--- src/shared/eil_pkg.sv ---
// Package for the external interrupt latch: register map, field positions and reset values.
// Assumes a classic Wishbone slave with 32-bit data, one aligned word per register.
package eil_pkg;
    // ------------------------------------------------------------------
    // Register indices and byte addresses
    // ------------------------------------------------------------------
    localparam logic [15:0] STATUS_CONTROL_INDEX = 16'h001a;
    localparam logic [7:0]  ADDR_STATUS_CONTROL  = 8'h68;
    localparam logic [7:0]  ADDR_BREAK_CONTROL   = 8'h80;
    localparam logic [7:0]  ADDR_IRQ_STATUS      = 8'h84;
    localparam logic [7:0]  ADDR_IRQ_MASK        = 8'h88;

    // ------------------------------------------------------------------
    // Status/control and break control field positions
    // ------------------------------------------------------------------
    localparam int POS_SENSITIVITY = 0;
    localparam int POS_MASK        = 1;
    localparam int POS_ACK         = 2;
    localparam int POS_PENDING     = 3;
    localparam int POS_BREAK_CLEAR = 0;

    // ------------------------------------------------------------------
    // Event status bits and reset values
    // ------------------------------------------------------------------
    localparam int POS_EV_LATCH_SET   = 0;
    localparam int POS_EV_LATCH_CLEAR = 1;
    localparam int NUM_EVENTS         = 2;
    localparam logic       RESET_SENSITIVITY = 1'b0;
    localparam logic       RESET_MASK        = 1'b0;
    localparam logic       RESET_BREAK_CLEAR = 1'b0;
    localparam logic       RESET_LATCH       = 1'b0;
    localparam logic [1:0] RESET_EVENTS      = 2'h0;
endpackage

--- src/logic/eil_pin_sync.sv ---
// Two-stage synchroniser with a combinational falling-edge detector for the request pin.
// Assumes the pin is asynchronous to clk_sys; the first stage feeds only the second.
`timescale 1ns/100ps
module eil_pin_sync (
    input  wire logic clk_sys,
    input  wire logic rst_n,
    input  wire logic pin_n,
    output logic      pin_level_n,
    output logic      pin_fall
);
    logic stage_a;
    logic stage_b;
    logic primed;

    // The chain keeps sampling through reset, so a pin held low across reset
    // is not mistaken for a fresh falling edge once reset is released.
    always_ff @(posedge clk_sys) begin
        stage_a     <= pin_n;
        stage_b     <= stage_a;
        pin_level_n <= stage_b;
    end

    always_ff @(posedge clk_sys) begin
        if (!rst_n) begin
            primed <= 1'b0;
        end else begin
            primed <= 1'b1;
        end
    end

    assign pin_fall = primed & pin_level_n & ~stage_b;
endmodule

--- src/logic/eil_top.sv ---
// External interrupt latch with its status/control register on a classic Wishbone slave.
// Assumes vector_fetch is a one-cycle pulse from the CPU and break_state a level from debug.
//
// The implementer's own choice: register access over Wishbone.
`timescale 1ns/100ps

module eil_top (
    input  wire logic        clk_sys,
    input  wire logic        rst_n,
    input  wire logic        irq_pin_n,
    input  wire logic        vector_fetch,
    input  wire logic        break_state,
    input  wire logic        wb_cyc_i,
    input  wire logic        wb_stb_i,
    input  wire logic        wb_we_i,
    input  wire logic [7:0]  wb_adr_i,
    input  wire logic [3:0]  wb_sel_i,
    input  wire logic [31:0] wb_dat_i,
    output logic [31:0]      wb_dat_o,
    output logic             wb_ack_o,
    output logic             wb_err_o,
    output logic             cpu_request,
    output logic             irq_out
);
    // ------------------------------------------------------------------
    // Pin synchronisation
    // ------------------------------------------------------------------
    logic pin_level_n;
    logic pin_fall;

    eil_pin_sync u_sync (
        .clk_sys     (clk_sys),
        .rst_n       (rst_n),
        .pin_n       (irq_pin_n),
        .pin_level_n (pin_level_n),
        .pin_fall    (pin_fall)
    );

    // ------------------------------------------------------------------
    // Bus decode
    // ------------------------------------------------------------------
    logic                              request;
    logic                              wr_strobe;
    logic                              hit_sc;
    logic                              hit_brk;
    logic                              hit_ist;
    logic                              hit_imk;
    logic                              mapped;
    logic                              sensitivity_select_bit;
    logic                              request_mask_bit;
    logic                              break_clear_enable;
    logic                              latch;
    logic                              ack_pending;
    logic                              sw_ack;
    logic                              any_ack;
    logic                              next_latch;
    logic                              next_ack_pending;
    logic [eil_pkg::NUM_EVENTS-1:0]    ev_status;
    logic [eil_pkg::NUM_EVENTS-1:0]    ev_mask;
    logic [eil_pkg::NUM_EVENTS-1:0]    ev_set;
    logic [31:0]                       next_rdata;

    assign request   = wb_cyc_i & wb_stb_i & ~wb_ack_o & ~wb_err_o;
    assign wr_strobe = request & wb_we_i & wb_sel_i[0];

    always_comb begin
        hit_sc  = 1'b0;
        hit_brk = 1'b0;
        hit_ist = 1'b0;
        hit_imk = 1'b0;
        if (wb_adr_i == eil_pkg::ADDR_STATUS_CONTROL) begin
            hit_sc = 1'b1;
        end else if (wb_adr_i == eil_pkg::ADDR_BREAK_CONTROL) begin
            hit_brk = 1'b1;
        end else if (wb_adr_i == eil_pkg::ADDR_IRQ_STATUS) begin
            hit_ist = 1'b1;
        end else if (wb_adr_i == eil_pkg::ADDR_IRQ_MASK) begin
            hit_imk = 1'b1;
        end
    end

    assign mapped = hit_sc | hit_brk | hit_ist | hit_imk;

    always_ff @(posedge clk_sys) begin
        if (!rst_n) begin
            wb_ack_o <= 1'b0;
            wb_err_o <= 1'b0;
        end else begin
            wb_ack_o <= request & mapped;
            wb_err_o <= request & ~mapped;
        end
    end

    // ------------------------------------------------------------------
    // Control bits
    // ------------------------------------------------------------------
    always_ff @(posedge clk_sys) begin
        if (!rst_n) begin
            sensitivity_select_bit <= eil_pkg::RESET_SENSITIVITY;
            request_mask_bit       <= eil_pkg::RESET_MASK;
        end else if (wr_strobe && hit_sc) begin
            sensitivity_select_bit <= wb_dat_i[eil_pkg::POS_SENSITIVITY];
            request_mask_bit       <= wb_dat_i[eil_pkg::POS_MASK];
        end
    end

    always_ff @(posedge clk_sys) begin
        if (!rst_n) begin
            break_clear_enable <= eil_pkg::RESET_BREAK_CLEAR;
        end else if (wr_strobe && hit_brk) begin
            break_clear_enable <= wb_dat_i[eil_pkg::POS_BREAK_CLEAR];
        end
    end

    // ------------------------------------------------------------------
    // Interrupt latch
    // ------------------------------------------------------------------
    // A software acknowledge during break only counts when clearing is enabled.
    assign sw_ack  = wr_strobe & hit_sc & wb_dat_i[eil_pkg::POS_ACK]
                     & (~break_state | break_clear_enable);
    assign any_ack = sw_ack | vector_fetch;

    // In level mode an acknowledge seen while the pin is low is remembered
    // until the pin returns high, so either order of the two clears the latch.
    always_comb begin
        next_latch       = latch;
        next_ack_pending = ack_pending;
        if (!sensitivity_select_bit) begin
            next_ack_pending = 1'b0;
            if (any_ack) begin
                next_latch = 1'b0;
            end
        end else begin
            if (any_ack) begin
                next_ack_pending = 1'b1;
            end
            if ((any_ack || ack_pending) && pin_level_n) begin
                next_latch       = 1'b0;
                next_ack_pending = 1'b0;
            end
            if (!pin_level_n) begin
                next_latch = 1'b1;
            end
        end
        if (pin_fall) begin
            next_latch       = 1'b1;
            next_ack_pending = 1'b0;
        end
    end

    always_ff @(posedge clk_sys) begin
        if (!rst_n) begin
            latch       <= eil_pkg::RESET_LATCH;
            ack_pending <= 1'b0;
        end else begin
            latch       <= next_latch;
            ack_pending <= next_ack_pending;
        end
    end

    assign cpu_request = latch & ~request_mask_bit;

    // ------------------------------------------------------------------
    // Event status and mask
    // ------------------------------------------------------------------
    assign ev_set[eil_pkg::POS_EV_LATCH_SET]   = next_latch & ~latch;
    assign ev_set[eil_pkg::POS_EV_LATCH_CLEAR] = latch & ~next_latch;

    genvar gi;
    generate
        for (gi = 0; gi < eil_pkg::NUM_EVENTS; gi++) begin : g_event
            always_ff @(posedge clk_sys) begin
                if (!rst_n) begin
                    ev_status[gi] <= eil_pkg::RESET_EVENTS[gi];
                end else if (ev_set[gi]) begin
                    ev_status[gi] <= 1'b1;
                end else if (wr_strobe && hit_ist && wb_dat_i[gi]) begin
                    ev_status[gi] <= 1'b0;
                end
            end
        end
    endgenerate

    always_ff @(posedge clk_sys) begin
        if (!rst_n) begin
            ev_mask <= eil_pkg::RESET_EVENTS;
        end else if (wr_strobe && hit_imk) begin
            ev_mask <= wb_dat_i[eil_pkg::NUM_EVENTS-1:0];
        end
    end

    assign irq_out = |(ev_status & ev_mask);

    // ------------------------------------------------------------------
    // Read data
    // ------------------------------------------------------------------
    always_comb begin
        next_rdata = 32'h0000_0000;
        if (hit_sc) begin
            next_rdata[eil_pkg::POS_PENDING]     = latch;
            next_rdata[eil_pkg::POS_ACK]         = 1'b0;
            next_rdata[eil_pkg::POS_MASK]        = request_mask_bit;
            next_rdata[eil_pkg::POS_SENSITIVITY] = sensitivity_select_bit;
        end else if (hit_brk) begin
            next_rdata[eil_pkg::POS_BREAK_CLEAR] = break_clear_enable;
        end else if (hit_ist) begin
            next_rdata[eil_pkg::NUM_EVENTS-1:0] = ev_status;
        end else if (hit_imk) begin
            next_rdata[eil_pkg::NUM_EVENTS-1:0] = ev_mask;
        end
    end

    always_ff @(posedge clk_sys) begin
        if (!rst_n) begin
            wb_dat_o <= 32'h0000_0000;
        end else if (request && !wb_we_i) begin
            wb_dat_o <= next_rdata;
        end
    end
endmodule

--- config.mk ---
export PLATFORM = sky130hd
export DESIGN_NAME = eil_top
export DESIGN_NICKNAME = d
export VERILOG_FILES = /design/src/shared/eil_pkg.sv /design/src/logic/eil_pin_sync.sv /design/src/logic/eil_top.sv
export SDC_FILE = /design/constraint.sdc
export NUM_CORES = 1
export LEC_CHECK = 0
export ABC_AREA = 1
export BUFFER_PORTS_ARGS = -buffer_cell sky130_fd_sc_hd__buf_2
export CAP_MARGIN = 5
export CORE_MARGIN = 5
export CORE_UTILIZATION = 40
export CTS_BUF_LIST = sky130_fd_sc_hd__clkbuf_4
export CTS_CLUSTER_SIZE = 40
export DETAILED_ROUTE_END_ITERATION = 10
export PLACE_DENSITY = 0.81
export SLEW_MARGIN = 15
export SYNTH_ARGS = -nofsm -noshare
export SYNTH_HDL_FRONTEND = slang
export SYNTH_SLANG_ARGS = --single-unit
--- constraint.sdc ---
create_clock -name clk_sys -period 1.4 [get_ports clk_sys]
set_input_delay 0.21 -clock clk_sys [delete_from_list [all_inputs] [get_ports clk_sys]]
set_output_delay 0.21 -clock clk_sys [all_outputs]
set_load 0.01 [all_outputs]
# ---- Word level (Yosys, flattened, before mapping)
# Index checks and enable logic that the tools add are counted.
dict set report word_totals {
  regBits 19
  input_bits 52
  out_inout_bits 36
  word_cells 90
}
dict set report op_classes {
  eq_ne 4
  muxes 26
  bitwise 31
  reduce_logical 14
}
# operator count
set op_table {}
lappend op_table {{$eq A8 B8 Y1 const B} 3}
lappend op_table {{$mux W1} 22}
lappend op_table {{$and A1 B1 Y1} 15}
lappend op_table {{$not A1 Y1} 10}
lappend op_table {{$eq A8 B7 Y1 const B} 1}
lappend op_table {{$logic_and A1 B1 Y1} 8}
lappend op_table {{$mux W2} 4}
lappend op_table {{$or A1 B1 Y1} 5}
lappend op_table {{$reduce_bool A2 Y1} 2}
lappend op_table {{$reduce_or A4 Y1} 1}
lappend op_table {{$and A2 B2 Y2} 1}
lappend op_table {{$reduce_or A2 Y1} 1}
lappend op_table {{$logic_not A1 Y1} 1}
lappend op_table {{$logic_or A1 B1 Y1} 1}

# ---- Longest topological paths before layout
dict set report depth {
  word_depth 18
  mapped_depth 9
  ltp_nobuf 9
}

# ---- Modules after synthesis
# A second synthesis with hierarchy kept.
dict set report hier_totals {
  hier_cells 151
  area_unflattened_um2 1083.5
}
# mod n_inst cells_each area_per_inst_um2 seq_area_each_um2
set modules_own_cells {}
lappend modules_own_cells {eil_top 1 145 993.5 280.3}
lappend modules_own_cells {eil_pin_sync 1 6 90.1 80.1}

# ---- Worst setup path before layout
# Ideal clock, no wire load.
dict set report synth_path {
  path_kind {flip-flop to flip-flop}
  start {register wb_err_o}
  end {register sensitivity_select_bit}
  setup_ns 0.119
  arrival_time_ns 1.102
  required_time_ns 1.281
  path_slack_ns 0.179
  path_stages_with_launch 9
  path_buffers 0
  period_less_slack_ns 1.221
  path_cell_list {dfxtp_1 -> nor2_1 -> nand2_1 -> nor2_4 -> inv_1 -> nor2_2 -> inv_2 -> o21ai_1 -> a21oi_1}
}
dict set report synth_between {
  elab_chain_len 5
}
# element line
set synth_lines {}
lappend synth_lines {{start: declaration} eil_top.sv:21} ;# output logic wb_err_o,
lappend synth_lines {{start signal: assignment} eil_top.sv:90} ;# wb_err_o <= request & ~mapped;
lappend synth_lines {{$not A1 Y1} eil_top.sv:63} ;# assign request = wb_cyc_i & wb_stb_i & ~wb_ack_o & ~wb_err_o;
lappend synth_lines {{$and A1 B1 Y1} eil_top.sv:63}
lappend synth_lines {{$and A1 B1 Y1 (2 in series)} eil_top.sv:64} ;# assign wr_strobe = request & wb_we_i & wb_sel_i[0];
lappend synth_lines {{$logic_and A1 B1 Y1} eil_top.sv:101} ;# end else if (wr_strobe && hit_sc) begin
lappend synth_lines {{end signal: assignment} eil_top.sv:99} ;# sensitivity_select_bit <= eil_pkg::RESET_SENSITIVITY;
lappend synth_lines {{end signal: assignment} eil_top.sv:102} ;# sensitivity_select_bit <= wb_dat_i[eil_pkg::POS_SENSITIVITY];
lappend synth_lines {{end: declaration} eil_top.sv:49} ;# logic sensitivity_select_bit;
# Every way passes these cells.
# A chain may end at the register's enable or synchronous reset.

# ---- Final worst setup path
# Same ends and word-level chain as after synthesis.

==> flow_summary.json <==
{
  "timing.setup.tns_ns": 0,
  "cts_max_path_buffers": 2,
  "synth_top_family_by_area": "simple AND/OR/NAND/NOR gates",
  "via_per_inst": 4.23,
  "first_iter_violations": 15,
  "synthSimpleGateAreaFrac_pct": 32.3,
  "yosysTopAreaCellShare_pct": 32.2,
  "regArea_um2": 360,
  "worstPathMaxFanout": 4,
  "synth_most_common_cell": "buf_4",
  "post_synth_fa_ha_maj_area_fraction_pct": 0,
  "diodes": 0,
  "io_pins": 88,
  "synth_xor_area_share_pct": 0,
  "row_count": 19,
  "gr-total-overflow": 0,
  "gp_congestion": 0.787,
  "largest_reg_flops": 3,
  "syn_to_final_growth_pct": 9.17,
  "yosys-top-cells-count": "29 x buf_4, 24 x nand2_1, 18 x dfxtp_1",
  "syn_area_per_cell_um2": 7.56,
  "drc": 0,
  "worstSetupPathType": "reg -> reg",
  "cts.sinks": 18,
  "place_hpwl_um": 1790,
  "reg_top3": "wb_dat_o: 3 flops, ev_mask: 2 flops, ev_status: 2 flops",
  "synthTopCellsByArea": "dfxtp_1 32%, buf_4 19%, nand2_1 8.1%, inv_1 5.0%, nor2_1 4.7%",
  "synthArstFlopShare_pct": 0,
  "dr_total_vias": 888,
  "start_kind": "flip-flop",
  "status": "completed",
  "synth_top_area_cell": "dfxtp_1",
  "yosys_warnings": 0,
  "multi_input_area_um2": 572,
  "cts_tree": "built",
  "vdd_ir_drop_max_v": 0.000394,
  "die_height_um": 62.9,
  "synth_edf_count": 0,
  "grt_max_degree": 11,
  "power_leakage_nw": 0.622,
  "wl_per_cell_um": 9.71,
  "synthCells": 148,
  "start_util_pct": 41.3,
  "path_clk_slew_ns": 0.11,
  "firstDrtPassIters": 4,
  "hold_viol": 0,
  "root_buffer": "clkbuf_4",
  "cp.required_ns": 1.59,
  "skew_ns": 0.0121,
  "grt_pass1_vias": 807,
  "arrival_ns": 1.45,
  "top_register": "wb_dat_o",
  "insertion_delay_ns": 0.29,
  "hold_class": "in -> reg",
  "drv_cap": 0,
  "crit_path_end_kind": "flip-flop",
  "grt_use_total_pct": 10.3,
  "synth-compound-area-share_pct": 8.61,
  "portBuffers": 26,
  "die-area_um2": 3950,
  "core_um2": 2710,
  "syn_area_um2": 1120,
  "timing.fmax_mhz": 794,
  "finalCritPeriodShare_pct": 90.0,
  "grt_pass1_wl_um": 3350,
  "ys_seq_area_share_pct": 32.2,
  "drive_gt1_share_pct": 27.9,
  "p_per_area_nw_per_um2": 761,
  "yosysUniqueCellTypes": 28,
  "synthFlopType": "dfxtp_1",
  "die_w_um": 62.9,
  "fillers": 290,
  "slew_violations": 0,
  "finalCriticalPeriod_ns": 1.26,
  "synthMuxAreaShare_pct": 0,
  "ys_ff_latch": 18,
  "h-tree-depth": 1,
  "final_nets": 232,
  "fin_hold_ws_ns": 0.0199,
  "final_antenna_net_count": 0,
  "antenna_found_initial": 0,
  "cts_made_buffers": 3,
  "totalWireLength_um": 2040,
  "setup_viol_count_final": 0
}
## metrics by stage
stage / utilization (%) / setup WS, ns / area, um2 / std cells / total power, mW
after floorplan: - / 0.179 / 1220 / 176 / 0.688
after global placement: 43.6 / 0.135 / 1180 / 205 / 0.675
after detailed placement: 43.6 / 0.111 / 1180 / 205 / 0.678
after CTS: 44.6 / 0.0933 / 1210 / 209 / 0.937
after global routing: 45.1 / -0.00222 / 1220 / 210 / 0.982
final: 45.1 / 0.140 / 1220 / 210 / 0.930
## layer usage
layer / up-vias / track usage [%] / wire length [um] / part of all wire (%)
met3: 2 / 3.24 / 196 / 9.6
met1: 382 / 12.1 / 861 / 42
met2: 32 / 16.7 / 962 / 47
met4: 0 / 4.77 / 18 / 0.88
li1: 472 / - / - / -
met5: - / 0 / 0 / 0
## path summary, 6_finish.rpt
path              cells past startpoint                endpoint           start  slack (ns)
hold reg to reg                       0          u_sync.stage_b  u_sync.stage_a        0.33
hold / removal                        1          u_sync.stage_a       irq_pin_n        0.02
setup / recovery                      8  sensitivity_select_bit        wb_err_o        0.14
setup reg to reg                      8  sensitivity_select_bit        wb_err_o        0.14
## final cells by class
type	count	share of cell area [%]
Sequential cell	18	29.5
Multi-Input combinational cell	108	46.8
Inverter	21	6.45
Tap cell	31	3.18
Timing Repair Buffer	28	11.9
Clock buffer	3	1.84
Clock inverter	1	0.307
## cell usage in the layout, fill, tap and decap left out
cell	netlist	layout
a21boi_0	1	1
a21oi_1	7	7
a22o_1	1	1
a31oi_1	1	1
buf_2	0	26
buf_4	29	2
clkbuf_4	0	3
clkinv_1	1	2
conb_1	1	29
dfxtp_1	18	18
inv_1	15	15
inv_2	5	5
nand2_1	24	23
nand2_2	0	1
nand2_4	1	1
nand3_1	6	6
nand3_2	2	2
nand3_4	1	1
nand3b_1	1	1
nand4_1	2	2
nand4_2	1	1
nor2_1	14	13
nor2_2	1	2
nor2_4	4	4
nor2_8	1	1
nor3_1	3	3
nor4_4	1	1
o211ai_1	1	1
o21ai_0	4	4
o21ai_1	1	1
o22ai_1	1	1
## power breakdown
part / leakage, nW / internal, mW / switching (mW)
Sequential: 0.147 / 0.525 / 0.00706
Combinational: 0.460 / 0.0423 / 0.0957
Clock: 0.0154 / 0.104 / 0.156
Total: 0.622 / 0.671 / 0.259
## critical path, cell delays in order, from the launching register on
cell and delay (ns):
dfxtp_1 0.33, nor2_2 0.13, nand2_2 0.09, nor2_4 0.18
inv_1 0.10, nor2_2 0.11, inv_2 0.05, o21ai_1 0.11
a21oi_1 0.05
## kinds of logic (layout without fill, tap and decap cells)
family                 after synthesis  after routing
buffers and inverters               50             53
other                                1             29
AO/OA/AOI/OAI                       17             17
flip-flops                          18             18
AND/OR/NAND/NOR                     62             62
## what timing repair did
item	4_1_cts	5_1_grt
setup endpoints to repair	0	3
gates resized for setup	0	2
buffers inserted	0	1
hold buffers	0	0
No activity file was read; power rests on OpenSTA's default activity.
